<file path="config.mk">
export PLATFORM = sky130hd
export DESIGN_NAME = swk_top
export DESIGN_NICKNAME = d
export VERILOG_FILES = /design/src/swk_pkg.sv /design/src/swk_regbus_if.sv /design/src/swk_axil.sv /design/src/swk_top.sv /design/src/swk_wake.sv
export VERILOG_INCLUDE_DIRS = /design/src
export SDC_FILE = /design/constraint.sdc
export NUM_CORES = 1
export LEC_CHECK = 0
export BUFFER_PORTS_ARGS = -buffer_cell sky130_fd_sc_hd__buf_2
export CAP_MARGIN = 5
export CORE_MARGIN = 2
export CORE_UTILIZATION = 30
export CTS_BUF_LIST = sky130_fd_sc_hd__clkbuf_16
export DETAILED_ROUTE_END_ITERATION = 8
export GPL_ROUTABILITY_DRIVEN = 0
export PLACE_DENSITY = 0.58
export SYNTH_ARGS = -nofsm -noshare
export SYNTH_HDL_FRONTEND = slang
export SYNTH_SLANG_ARGS = --single-unit
</file>
<file path="constraint.sdc">
create_clock -name I_CLK_SYS -period 1.7 [get_ports I_CLK_SYS]
set_input_delay 0.17 -clock I_CLK_SYS [delete_from_list [all_inputs] [get_ports I_CLK_SYS]]
set_output_delay 0.17 -clock I_CLK_SYS [all_outputs]
set_load 0.01 [all_outputs]
</file>
<file path="src/swk_regs.svh">
// Register offsets, field positions, reset values and codes of the block.
`ifndef SWK_REGS_SVH
`define SWK_REGS_SVH
`define SWK_OFS_WAKE     8'h00
`define SWK_OFS_CLR      8'h04
`define SWK_OFS_NMI      8'h08
`define SWK_OFS_RST      8'h0c
`define SWK_OFS_STAT     8'h10
`define SWK_OFS_MASK     8'h14
`define SWK_WAKE_RW_MASK 32'h7070_7071
`define SWK_WAKE_RESET   32'h2020_2020
`define SWK_SEL_LSB      4
`define SWK_SEEN_LSB     2
`define SWK_CODE_CEC_TX  5'h0c
`define SWK_CODE_LAST    5'h0c
`define SWK_RST_POR      5'h01
`define SWK_RESP_OK      2'h0
`define SWK_RESP_ERR     2'h2
`endif

</file>
<file path="src/swk_pkg.sv">
// Types and shared helper functions of the standby wake block.
package swk_pkg;
   // Wake edge-select encoding; 101 to 111 are not to be programmed.
   typedef enum logic [2:0]
   {
      SEL_LOW  = 3'h0,
      SEL_HIGH = 3'h1,
      SEL_FALL = 3'h2,
      SEL_RISE = 3'h3,
      SEL_BOTH = 3'h4
   } swk_sel_type;
   // State of the edge detector.
   typedef struct packed
   {
      logic       prev;
      logic       prev_ok;
      logic [1:0] seen;
      logic       wake;
   } swk_wake_type;
   // State of the bus slave.
   typedef struct packed
   {
      logic        aw_got;
      logic        w_got;
      logic [7:0]  waddr;
      logic [31:0] wdata;
      logic [3:0]  wstrb;
      logic        awready;
      logic        wready;
      logic        bvalid;
      logic [1:0]  bresp;
      logic        arready;
      logic        rvalid;
      logic [31:0] rdata;
      logic [1:0]  rresp;
   } swk_axi_type;
   // State of the register file.
   typedef struct packed
   {
      logic [31:0] wake_ctl;
      logic [1:0]  nmi;
      logic [4:0]  rflags;
      logic [2:0]  stat;
      logic [2:0]  mask;
      logic [12:0] clr_pulse;
      logic        wake_prev;
      logic        irq;
   } swk_top_type;
   // Merges written byte lanes into an old word.
   function automatic logic [31:0] apply_strb(input logic [31:0] old_v,
      input logic [31:0] new_v, input logic [3:0] strb);
      logic [31:0] res;
      res = old_v;
      for (int i = 0; i < 4; i++)
         if (strb[i])
            res[8*i +: 8] = new_v[8*i +: 8];
      return res;
   endfunction
   // True for an address that holds a register.
   function automatic logic addr_known(input logic [7:0] a);
      return a[1:0] == 2'h0 && a <= 8'h14;
   endfunction
endpackage

</file>
<file path="src/swk_regbus_if.sv">
// Internal register strobe bus between the bus slave and the registers.
`timescale 1ns/1ps
interface swk_regbus_if;
   logic        wr_en;   // One-cycle write strobe.
   logic [7:0]  wr_addr; // Write byte address.
   logic [31:0] wr_data; // Write data.
   logic [3:0]  wr_strb; // Write byte lanes.
   logic        wr_err;  // Write address unmapped.
   logic        rd_en;   // One-cycle read strobe.
   logic [7:0]  rd_addr; // Read byte address.
   logic [31:0] rd_data; // Read data, valid with rd_en.
   logic        rd_err;  // Read address unmapped.
   modport bridge (output wr_en, wr_addr, wr_data, wr_strb, rd_en, rd_addr,
      input wr_err, rd_data, rd_err);
   modport regs (input wr_en, wr_addr, wr_data, wr_strb, rd_en, rd_addr,
      output wr_err, rd_data, rd_err);
endinterface

</file>
<file path="src/swk_axil.sv">
// AXI4-Lite slave that turns bus transfers into register strobes.
`timescale 1ns/1ps
`include "swk_regs.svh"
module swk_axil
   import swk_pkg::*;
(
   input  wire logic        i_clk,
   input  wire logic        i_reset,
   input  wire logic [7:0]  i_awaddr,
   input  wire logic        i_awvalid,
   input  wire logic [31:0] i_wdata,
   input  wire logic [3:0]  i_wstrb,
   input  wire logic        i_wvalid,
   input  wire logic        i_bready,
   input  wire logic [7:0]  i_araddr,
   input  wire logic        i_arvalid,
   input  wire logic        i_rready,
   output      swk_axi_type o_st,
   swk_regbus_if.bridge     bus
);
   swk_axi_type r_reg;
   swk_axi_type r_next;
   assign o_st = r_reg;
   // Address and data are caught apart; the write lands once both are in.
   always_comb
   begin
      r_next = r_reg;
      bus.wr_en = r_reg.aw_got && r_reg.w_got && !r_reg.bvalid;
      bus.wr_addr = r_reg.waddr;
      bus.wr_data = r_reg.wdata;
      bus.wr_strb = r_reg.wstrb;
      bus.rd_en = i_arvalid && r_reg.arready;
      bus.rd_addr = i_araddr;
      if (i_awvalid && r_reg.awready)
      begin
         r_next.aw_got = 1'b1;
         r_next.waddr = i_awaddr;
      end
      if (i_wvalid && r_reg.wready)
      begin
         r_next.w_got = 1'b1;
         r_next.wdata = i_wdata;
         r_next.wstrb = i_wstrb;
      end
      if (bus.wr_en)
      begin
         r_next.aw_got = 1'b0;
         r_next.w_got = 1'b0;
         r_next.bvalid = 1'b1;
         r_next.bresp = bus.wr_err ? `SWK_RESP_ERR : `SWK_RESP_OK;
      end
      else if (r_reg.bvalid && i_bready)
         r_next.bvalid = 1'b0;
      // Read data is caught before any clear-on-read takes effect.
      if (bus.rd_en)
      begin
         r_next.rvalid = 1'b1;
         r_next.rdata = bus.rd_data;
         r_next.rresp = bus.rd_err ? `SWK_RESP_ERR : `SWK_RESP_OK;
      end
      else if (r_reg.rvalid && i_rready)
         r_next.rvalid = 1'b0;
      r_next.awready = !r_next.aw_got && !r_next.bvalid;
      r_next.wready = !r_next.w_got && !r_next.bvalid;
      r_next.arready = !r_next.rvalid;
      if (i_reset)
         r_next = '0;
   end
   // State register.
   always_ff @(posedge i_clk)
   begin
      r_reg <= r_next;
   end
endmodule

</file>
<file path="src/swk_top.sv">
// Standby wake setup, request clear, NMI source and reset cause registers.
// Operation
// - Report triggering edge in two-bit field.
// - Edge field meaningful only in both-edges mode.
// - Request clear also zeroes the edge field.
// - Clear code clears exactly one pending request.
// - Watchdog NMI sets source flag bit 0.
// - Pin NMI sets source flag bit 1.
// - Reading NMI flags returns then clears them.
// - CPU system reset request sets bit 4.
// - Watchdog reset sets reset-cause bit 2.
// - Pin reset sets reset-cause bit 1.
// - Power-on reset sets reset-cause bit 0.
// - Reset-cause flags persist until software writes zero; here a power-on also replaces them.
//
// Decided for this implementation: register access over AXI4-Lite and the register offsets.
`timescale 1ns/1ps
`include "swk_regs.svh"
module swk_top
   import swk_pkg::*;
(
   input  wire logic        I_CLK_SYS,
   input  wire logic        I_RESET,
   input  wire logic        I_POWER_ON,
   input  wire logic        I_RST_BY_PIN,
   input  wire logic        I_RST_BY_WDT,
   input  wire logic        I_RST_BY_SYSREQ,
   input  wire logic        I_NMI_WDT,
   input  wire logic        I_NMI_PIN,
   input  wire logic        I_CEC_TX_IRQ,
   input  wire logic [7:0]  I_AWADDR,
   input  wire logic        I_AWVALID,
   input  wire logic [31:0] I_WDATA,
   input  wire logic [3:0]  I_WSTRB,
   input  wire logic        I_WVALID,
   input  wire logic        I_BREADY,
   input  wire logic [7:0]  I_ARADDR,
   input  wire logic        I_ARVALID,
   input  wire logic        I_RREADY,
   output      logic        O_AWREADY,
   output      logic        O_WREADY,
   output      logic        O_BVALID,
   output      logic [1:0]  O_BRESP,
   output      logic        O_ARREADY,
   output      logic        O_RVALID,
   output      logic [31:0] O_RDATA,
   output      logic [1:0]  O_RRESP,
   output      logic [12:0] O_PEND_CLR,
   output      logic        O_CEC_TX_WAKE,
   output      logic        O_IRQ
);
   swk_regbus_if bus ();         // Strobes between bus slave and registers.
   swk_axi_type  axi_st;         // Bus slave state, all flip-flops.
   swk_top_type  r_reg;          // Register file state.
   swk_top_type  r_next;         // Next register file state.
   logic [1:0]   edge_seen;      // Detected edge of the CEC-transmit source.
   logic         wake_lvl;       // Pending wake request of that source.
   logic         wr_wake;        // Write strobe decodes.
   logic         wr_clr;
   logic         wr_rst;
   logic         wr_mask;
   logic         rd_nmi;         // Read strobe decodes.
   logic         rd_stat;
   logic [4:0]   clr_code;       // Code written to the clear field.
   logic [4:0]   causes;         // Reset causes seen this cycle.

   // Bus outputs leave straight from the slave's flip-flops.
   assign O_AWREADY = axi_st.awready;
   assign O_WREADY = axi_st.wready;
   assign O_BVALID = axi_st.bvalid;
   assign O_BRESP = axi_st.bresp;
   assign O_ARREADY = axi_st.arready;
   assign O_RVALID = axi_st.rvalid;
   assign O_RDATA = axi_st.rdata;
   assign O_RRESP = axi_st.rresp;
   assign O_PEND_CLR = r_reg.clr_pulse;
   assign O_CEC_TX_WAKE = wake_lvl;
   assign O_IRQ = r_reg.irq;

   // Bus slave; a write lands one edge after its last handshake.
   swk_axil u_axil
   (
      .i_clk     (I_CLK_SYS),
      .i_reset   (I_RESET),
      .i_awaddr  (I_AWADDR),
      .i_awvalid (I_AWVALID),
      .i_wdata   (I_WDATA),
      .i_wstrb   (I_WSTRB),
      .i_wvalid  (I_WVALID),
      .i_bready  (I_BREADY),
      .i_araddr  (I_ARADDR),
      .i_arvalid (I_ARVALID),
      .i_rready  (I_RREADY),
      .o_st      (axi_st),
      .bus       (bus.bridge)
   );

   // Edge detector of the CEC-transmit wake source.
   swk_wake u_wake
   (
      .i_clk    (I_CLK_SYS),
      .i_reset  (I_RESET),
      .i_src    (I_CEC_TX_IRQ),
      .i_sel    (swk_sel_type'(r_reg.wake_ctl[`SWK_SEL_LSB +: 3])),
      .i_enable (r_reg.wake_ctl[0]),
      .i_clear  (r_reg.clr_pulse[12]),
      .o_seen   (edge_seen),
      .o_wake   (wake_lvl)
   );

   // Register file: decode, side effects of access, flags and interrupt.
   always_comb
   begin
      r_next = r_reg;
      wr_wake = bus.wr_en && bus.wr_addr == `SWK_OFS_WAKE;
      wr_clr = bus.wr_en && bus.wr_addr == `SWK_OFS_CLR && bus.wr_strb[0];
      wr_rst = bus.wr_en && bus.wr_addr == `SWK_OFS_RST && bus.wr_strb[0];
      wr_mask = bus.wr_en && bus.wr_addr == `SWK_OFS_MASK;
      rd_nmi = bus.rd_en && bus.rd_addr == `SWK_OFS_NMI;
      rd_stat = bus.rd_en && bus.rd_addr == `SWK_OFS_STAT;
      clr_code = bus.wr_data[4:0];
      causes = {I_RST_BY_SYSREQ, 1'b0, I_RST_BY_WDT, I_RST_BY_PIN, 1'b0};
      bus.wr_err = !addr_known(bus.wr_addr);
      bus.rd_err = !addr_known(bus.rd_addr);

      // Read data; unused bits and the write-only clear field read zero.
      case (bus.rd_addr)
         `SWK_OFS_WAKE:
            bus.rd_data = (r_reg.wake_ctl & `SWK_WAKE_RW_MASK)
               | {28'h0, edge_seen, 2'h0};
         `SWK_OFS_NMI:
            bus.rd_data = {30'h0, r_reg.nmi};
         `SWK_OFS_RST:
            bus.rd_data = {27'h0, r_reg.rflags};
         `SWK_OFS_STAT:
            bus.rd_data = {29'h0, r_reg.stat};
         `SWK_OFS_MASK:
            bus.rd_data = {29'h0, r_reg.mask};
         default:
            bus.rd_data = 32'h0;
      endcase

      // Software owns edge select and enable; other bits in the write mask are plain storage, the rest stay zero.
      // select and enable
      if (wr_wake)
         r_next.wake_ctl = apply_strb(r_reg.wake_ctl, bus.wr_data,
            bus.wr_strb) & `SWK_WAKE_RW_MASK;

      // Clear pulses last one cycle; codes above the last are dropped.
      // one-hot clear decode
      r_next.clr_pulse = 13'h0;
      if (wr_clr && clr_code <= `SWK_CODE_LAST)
         r_next.clr_pulse[clr_code[3:0]] = 1'b1;

      // A source event in the reading cycle survives the clear.
      // clear on read
      if (rd_nmi)
         r_next.nmi = 2'h0;
      r_next.nmi = r_next.nmi | {I_NMI_PIN, I_NMI_WDT};

      // Writing one keeps a flag, zero clears it; causes then OR in.
      // clear by software write or power-on
      if (wr_rst)
         r_next.rflags = r_reg.rflags & bus.wr_data[4:0];
      r_next.rflags = r_next.rflags | causes;
      if (I_POWER_ON)
         r_next.rflags = `SWK_RST_POR | causes;

      // Interrupt status, cleared by its read, gated by the mask.
      r_next.wake_prev = wake_lvl;
      if (rd_stat)
         r_next.stat = 3'h0;
      r_next.stat = r_next.stat
         | {I_NMI_PIN, I_NMI_WDT, wake_lvl && !r_reg.wake_prev};
      if (wr_mask)
         r_next.mask = bus.wr_data[2:0] & {3{bus.wr_strb[0]}};
      r_next.irq = |(r_next.stat & r_next.mask);

      // Reset leaves the reset-cause flags alone so they outlive it.
      if (I_RESET)
      begin
         r_next.wake_ctl = `SWK_WAKE_RESET;
         r_next.nmi = 2'h0;
         r_next.stat = 3'h0;
         r_next.mask = 3'h0;
         r_next.clr_pulse = 13'h0;
         r_next.wake_prev = 1'b0;
         r_next.irq = 1'b0;
      end
   end

   // State register.
   always_ff @(posedge I_CLK_SYS)
   begin
      r_reg <= r_next;
   end
endmodule

</file>
<file path="src/swk_wake.sv">
// Edge detector and pending flag of the CEC-transmit wake source.
`timescale 1ns/1ps
module swk_wake
   import swk_pkg::*;
(
   input  wire logic        i_clk,
   input  wire logic        i_reset,
   input  wire logic        i_src,
   input  wire swk_sel_type i_sel,
   input  wire logic        i_enable,
   input  wire logic        i_clear,
   output      logic [1:0]  o_seen,
   output      logic        o_wake
);
   swk_wake_type r_reg;
   swk_wake_type r_next;
   logic         rise;
   logic         fall;
   logic         hit;
   assign o_seen = r_reg.seen;
   assign o_wake = r_reg.wake;
   // No edge is claimed before one earlier sample exists.
   always_comb
   begin
      r_next = r_reg;
      rise = r_reg.prev_ok && i_src && !r_reg.prev;
      fall = r_reg.prev_ok && !i_src && r_reg.prev;
      case (i_sel)
         SEL_LOW:  hit = !i_src;
         SEL_HIGH: hit = i_src;
         SEL_FALL: hit = fall;
         SEL_RISE: hit = rise;
         SEL_BOTH: hit = rise || fall;
         default:  hit = 1'b0;
      endcase
      r_next.prev = i_src;
      r_next.prev_ok = 1'b1;
      if (i_clear)
      begin
         r_next.seen = 2'h0;
         r_next.wake = 1'b0;
      end
      // Edges are logged only in both-edges mode; a new edge beats a clear.
      // both-edges only
      if (i_sel == SEL_BOTH)
         r_next.seen = r_next.seen | {fall, rise};
      if (hit && i_enable)
         r_next.wake = 1'b1;
      if (i_reset)
         r_next = '0;
   end
   // State register.
   always_ff @(posedge i_clk)
   begin
      r_reg <= r_next;
   end
endmodule

</file>
# After elaboration in Yosys (flattened, before gate mapping)

Cells that the tools add are included.

ROM bits: 0
Word-level logic and storage cells: 124
Memories kept: 0
RAM bits: 0
Flip-flop bits (word level): 132
Output and inout bits: 56
Latch bits: 0
Bits of input ports: 66

Reductions and logical operators: 48
Order comparisons: 5
Multipliers: 0
Div/mod/pow operators: 0
Bitwise gates (word level): 9
Shift operators: 0
$add $sub $neg: 0
Equality and inequality tests: 11
Muxes and demuxes: 22

Operators with widths:

| operator           | number |
|---|---|
| $pmux 31 s5        | 1 |
| $or 31x4->31       | 1 |
| $logic_and 1x1->1  | 27 |
| $eq 8x4->1 const B | 3 |
| $eq 8x5->1 const B | 3 |
| $le 8x5->1 const B | 2 |
| $logic_not 8->1    | 2 |
| $mux 2             | 5 |
| $mux 5             | 2 |
| $mux 3             | 3 |
| $eq 8x3->1 const B | 1 |
| $logic_not 1->1    | 8 |
| $mux 1             | 8 |
| $reduce_and 2->1   | 4 |
| $and 3x3->3        | 2 |
| $eq 3x2->1 const B | 2 |
| $and 5x5->5        | 1 |
| $le 5x4->1 const B | 1 |
| $lt 4x5->1 const B | 1 |
| $or 5x5->5         | 1 |
| $pmux 1 s5         | 1 |
| $demux 1 s4        | 1 |
| $ge 4x1->1 const B | 1 |
| $logic_not 2->1    | 2 |
| 11 further kinds   | 12 |

# Logic depth before layout (Yosys ltp)

Gate-level depths: netlist of the first run.

Word-level depth: 8
Depth in mapped cells: 6
Gate-level depth less buffers: 5

# Modules after synthesis

A second synthesis of the first run with hierarchy kept.

Cell total of the unflattened synthesis: 676
Area total of the unflattened synthesis: 5,667.9 sq um

By module, submodules not included:

| module   | cells an instance | seq. area each (sq um) | area an instance (sq um) | times used |
|---|---|---|---|---|
| swk_axil | 418               | 1,701.6                | 3,432.0                  | 1 |
| swk_top  | 230               | 820.8                  | 1,961.9                  | 1 |
| swk_wake | 28                | 100.1                  | 274.0                    | 1 |

# Worst setup path before layout of the first run

No wires, ideal clock.

Path type: reg2reg
Start point: register u_axil.r_reg, in the netlist u_axil.bus.wr_addr[1]
End point: register r_reg, in the netlist O_IRQ
Path buffers: 0
Arrival: 1.631 ns
Clock period less this slack: 1.761 ns
Setup slack: -0.061 ns
Cell stages (with the launch flop): 6
Cell sequence: dfxtp_1 -> or4_4 -> nor4_4 -> mux2i_1 -> o22a_1 -> o31ai_1

Cells in the longest elaborated chain, start to end: 5

Ends and longest elaborated chain:

| item                        | line           | RTL |
|---|---|---|
| start: declaration          | swk_axil.sv:21 | `swk_axi_type r_reg;` |
| start signal: assignment    | swk_axil.sv:72 | `r_reg <= r_next;` |
| $eq 8x5->1 (no line)        | n/a            |  |
| $logic_and 1x1->1 (no line) | n/a            |  |
| $mux 3                      | swk_top.sv:175 | `if (wr_mask)` |
| $and 3x3->3                 | swk_top.sv:177 | `r_next.irq = \|(r_next.stat & r_next.mask);` |
| $reduce_or 3->1             | swk_top.sv:177 |  |
| end signal: assignment      | swk_top.sv:195 | `r_reg <= r_next;` |
| end: declaration            | swk_top.sv:54  | `swk_top_type r_reg;` |

No other way between the ends.
A chain may end at the register's enable or synchronous reset.

# Worst setup path in the final report of the first run

Ends and elaborated chain as after synthesis.

==> results of run 1 <==
## path summary, 6_finish.rpt
check / startpoint / endpoint / slack, ns / cells past startpoint
max: u_axil.bus.wr_addr[1] / O_IRQ / -0.1 / 6
max reg2reg: u_axil.bus.wr_addr[1] / O_IRQ / -0.1 / 6
min: I_RST_BY_WDT / r_reg[23] / 0.01 / 2
min reg2reg: u_axil.bus.wr_addr[1] / u_axil.bus.wr_addr[1] / 0.45 / 2
## per-layer routing
metal  wire length, um  part of all wire  vias to the layer above  GRT usage
li1                  -                 -                     1638          -
met3               514             0.056                        8     0.0401
met5                 0                 0                        -          0
met2              4340              0.47                       76      0.209
met1              4280              0.46                     1491      0.164
met4               125             0.013                        0     0.0443
## cell usage in the layout, fill, tap and decap left out, drive strengths merged, types with 13 or more instances in the layout
cell type,count
a21oi,42
a22oi,15
buf,114
conb,18
dfxtp,99
mux2i,18
nand2,68
nor2,50
nor2b,13
nor3,13
## kinds of logic after synthesis
family          Yosys count  share of synthesized area
compound gates           76                      0.111
xor+xnor                  1                    0.00216
buf+inv                  78                      0.118
flops                    99                      0.488
mux                      19                     0.0472
other cells               1                   0.000924
simple gates            190                      0.232
## repair_timing
action                     CTS  global route
buffers inserted             3             1
setup endpoints to repair   27            33
gates resized for setup     11            18
pin swaps                    5             5
## final cells by class
| cell class | count | area share |
|---|---|---|
| sequential | 99 | 0.400 |
| multi-input combinational | 304 | 0.356 |
| timing repair buffer | 114 | 0.133 |
| clock buffer | 9 | 0.0455 |
| tap | 176 | 0.0445 |
| clock inverter | 7 | 0.0157 |
| inverter | 7 | 0.00531 |
## per-stage QoR
stage,std cells,hold slack [ns],cell area (sq um),power (mW),setup slack [ns]
2_1_floorplan,481,0.246,4120,2.71,-0.0254
3_3_place_gp,696,0.365,4500,2.82,-0.171
3_5_place_dp,696,0.364,4500,2.83,-0.208
4_1_cts,715,0.00571,4850,4.89,-0.106
5_1_grt,716,0.00480,4950,5.07,-0.205
6_report,716,0.0134,4950,4.85,-0.0978
## Yosys cell counts (all sizes together) (2+ instances only)
cell type | instances | share of area
a21oi | 42 | 0.052
a22o | 2 | 0.0043
a22oi | 15 | 0.028
a31oi | 4 | 0.0062
and2 | 5 | 0.0077
and3 | 2 | 0.0031
buf | 50 | 0.092
clkbuf | 21 | 0.019
dfxtp | 99 | 0.49
inv | 7 | 0.0065
mux2i | 18 | 0.044
nand2 | 68 | 0.063
nand2b | 8 | 0.012
nand3 | 7 | 0.0086
nand3b | 3 | 0.0055
nor2 | 50 | 0.046
nor2b | 13 | 0.020
nor3 | 13 | 0.016
nor3b | 3 | 0.0055
nor4 | 9 | 0.023
o21ai | 6 | 0.0074
o22ai | 2 | 0.0031
or3 | 2 | 0.0043
or4 | 3 | 0.0083
## report_power, final
part | switching (mW) | internal, mW | leakage [nW]
sequential | 0.0438 | 2.38 | 0.805
combinational | 0.216 | 0.146 | 1.19
clock | 0.912 | 1.15 | 0.141
total | 1.17 | 3.68 | 2.14
==> impl_metrics.ini, run 1 <==
[run_status]
outcome = finished, violations left
violations = setup timing

[clocking]
numCtsBuffers = 9
htreeDepth = 3
clkSinkCount = 99
insertion_delay_ns = 0.35
root_buffer = clkbuf_16
clkTransAtPathRegs_ns = 0.07
cts_hold_buf = 0
cts_max_path_buffers = 2
cts_tree = built

[timing]
finalHoldViolCount = 0
fin_setup_tns_ns = -1.66
fin_worst_skew_ns = 0.00491
finalSetupViolations = 26
finalMaxSlewViolations = 0
grt_setup_unrepaired = yes
worst_slack_ns = -0.0978
min_period_over_period = 1.06
max_freq_mhz = 556
min_period_ns = 1.80

[cells_and_area]
drive_above_1_share = 0.287
fin_nets = 601
final_core_util = 0.374
n_fill_cell = 1381
multi_input_area_sq_um = 1760
syn_to_final_growth_pct = 22.0
n_antenna_cell = 0
regArea_sq_um = 1980

[global_routing]
grt_pass1_wl_um = 14600
grt-ovfl-total = 0
grt_max_degree = 27
grt_pass1_vias = 2984
grtUsageTotal = 0.129
grt_antenna_before_repair = 0

[yosys]
synth_edf_count = 0
yosysSeqAreaShare = 0.488
synth.cell_area_sq_um = 4060
syn_inst = 464
ys_seq_elements = 99
synthFlopType = dfxtp_1
syn_area_per_cell_sq_um = 8.75
synth_warnings = 0
async_flop_share = 0
synth.distinct_cells = 40

[die]
die_w_um = 120
initial_core_util = 0.307
die_h_um = 120
dieArea_sq_um = 14500
core-area_sq_um = 13200
row_count = 42
ios = 122

[setup_path]
crit_path_cell_trace = or4_4 -> nor4_4 -> buf_4 -> mux2i_2 -> o22a_1 -> o31ai_1
worst_path_max_delay_cell = or4_4
crit_family = simple AND/OR/NAND/NOR gates
critPathBufInv = 1
critPathArrivalTime_ns = 2.03
required_ns = 1.93
start_kind = register
crit_fanout = 4
slowest_delay_ns = 0.58
crit_type = reg2reg
endpoint_kind = register

[routing]
wire_per_inst_um = 12.9
first_pass_iters = 4
drc = 0
vias = 3213
ant_nets = 0
drt_iter0_markers = 109
wirelength_um = 9260
via_per_inst = 4.49

[worst_hold_path]
hold_class = in2reg

[power_and_ir_drop]
powerDensity_nw_per_um2 = 979
vdd_drop_max_mv = 0.475
p_leak_nw = 2.14

[placement]
portBuffers = 87
dp_hpwl_um = 6890

[job]
drv_cap = 0
Note: power is estimated with default switching activity, not from simulation.
==> run 2: changes to the inputs <==
--- a/config.mk
+++ b/config.mk
@@ -8,6 +8,7 @@
 export LEC_CHECK = 0
 export BUFFER_PORTS_ARGS = -buffer_cell sky130_fd_sc_hd__buf_2
 export CAP_MARGIN = 5
+export CORE_ASPECT_RATIO = 0.5
 export CORE_MARGIN = 2
 export CORE_UTILIZATION = 30
 export CTS_BUF_LIST = sky130_fd_sc_hd__clkbuf_16
==> impl_metrics.ini, run 2 (synthesis gave the netlist of run 1 again) <==
[run_status]
outcome = finished, violations left
violations = setup timing

[routing]
top_layer = met4
met2RoutedLength_um = 4300
first_pass_iters = 4
m1WireLength_um = 4190
wirelength_um = 8980
dr_wl_met3_um = 405
drc = 0
drt_iter0_markers = 152
wire_per_inst_um = 12.7
ant_nets = 0
vias = 3189
via_per_inst = 4.49

[global_routing]
grtUsageTotal = 0.127
grt-ovfl-total = 0
grt_pass1_wl_um = 14600
grt_pass1_vias = 3072
grt_antenna_before_repair = 1
grt_max_degree = 60

[placement]
portBuffers = 87
dp_hpwl_um = 6720
dp_slack_ns = -0.189
dp.cells = 689

[cells_and_area]
fin_nets = 600
final_cell_mix = dfxtp_1, buf_2, nand2_1
drive_above_1_share = 0.288
multi_input_area_sq_um = 1780
regArea_sq_um = 1980
final_common_cell = dfxtp_1
final_cells = 710
n_fill_cell = 1315
syn_to_final_growth_pct = 22.7

[setup_path]
crit_fanout = 4
r2r-start = u_axil.bus.wr_addr[1]
required_ns = 1.92
crit_type = reg2reg
worstReg2RegEnd = O_IRQ
reg2reg_depth = 6
critPathArrivalTime_ns = 2.08
start_kind = register
r2r_slack_ns = -0.16
endpoint_kind = register

[timing]
fin_worst_skew_ns = 0.00288
finalHoldViolCount = 0
finalMaxSlewViolations = 0
grt_setup_unrepaired = yes
worst_slack_ns = -0.165
slew_headroom = 0.601
finalSetupViolations = 27
min_period_over_period = 1.10
tightest_slew_ns = 0.596
fin_setup_tns_ns = -2.04
max_freq_mhz = 536
whs_ns = 0.0241
min_period_ns = 1.86

[worst_hold_path]
hold_class = in2reg
hold-path-endpoint = r_reg[22]
whs_path_depth = 2
hold_start = I_RST_BY_PIN

[die]
die_h_um = 86.3
initial_core_util = 0.314
row_count = 29
dieArea_sq_um = 14500
core-area_sq_um = 12900
ios = 122
die_w_um = 168

[clocking]
cts_tree = built
numCtsBuffers = 9
htreeDepth = 3
cts_hold_buf = 0
cts_max_path_buffers = 2
insertion_delay_ns = 0.33
clkTransAtPathRegs_ns = 0.06
root_buffer = clkbuf_16
clkSinkCount = 99

[power_and_ir_drop]
p_leak_nw = 2.14
vdd_drop_max_mv = 0.521
powerDensity_nw_per_um2 = 980

[job]
drv_cap = 0
==> run 2: cell count changes in the layout (fill, tap and decap cells not counted), moves of 2 or more <==
cell and change:
buf_6 -3, nand3_4 +2, o21ai_1 -3, nor3_2 +2, clkinv_4 -2, inv_1 +2, buf_12 +2, clkinv_2 +2
o21ai_0 +3
==> run 2: worst max-delay path by stage <==
stage / startpoint / to / slack, ns / cells past startpoint
6_report: u_axil.bus.wr_addr[1] / O_IRQ / -0.16 / 6
5_1_grt: u_axil.bus.wr_addr[1] / r_reg[28] / -0.24 / 7
4_1_cts: u_axil.bus.wr_addr[1] / O_IRQ / -0.16 / 6
3_5_place_dp: u_axil.bus.wr_addr[1] / O_PEND_CLR[10] / -0.19 / 5
3_3_place_gp: I_ARADDR[5] / u_axil.o_st[22] / -0.15 / 7
2_1_floorplan: I_ARADDR[5] / r_reg[26] / -0.03 / 5
==> run 2: cell type report <==
type	instances	share of cell area
antenna	1	0.000503
clock buffer	9	0.0452
clock inverter	7	0.0171
inverter	7	0.00528
multi-input combinational	304	0.358
sequential	99	0.398
tap	170	0.0427
timing repair buffer	113	0.133
==> run 2: timing repair <==
| item | CTS | global route |
|---|---|---|
| resized for setup | 14 | 12 |
| endpoints found under the setup margin | 30 | 34 |
| setup buffers | 3 | 1 |
| pin swaps | 5 | 8 |
| hold endpoints to repair | 0 | 0 |
==> run 2: report_power, final <==
part           internal (mW)  switching (mW)  total, mW
Combinational          0.150           0.211      0.360
Sequential              2.38          0.0514       2.43
Clock                   1.27           0.816       2.09
Total                   3.80            1.08       4.88
==> run 2: critical path: stages (launching register included) <==
cell     delay (ns)
dfxtp_1        0.31
or4_4          0.57
nor4_4         0.18
buf_4          0.19
mux2i_2        0.25
o22a_1         0.17
o31ai_1        0.07
==> run 2: metrics by stage <==
step	cell area (sq um)	utilization	total power [mW]
2_1_floorplan	4120	-	2.71
3_3_place_gp	4490	0.348	2.82
5_1_grt	4980	0.385	5.09
4_1_cts	4910	0.380	4.92
6_report	4980	0.386	4.88
3_5_place_dp	4490	0.348	2.83
==> run 2: layer usage <==
layer	up-vias	GRT usage
met5	-	0
met4	0	0.0368
met3	8	0.0425
met2	51	0.218
met1	1488	0.153
li1	1642	-
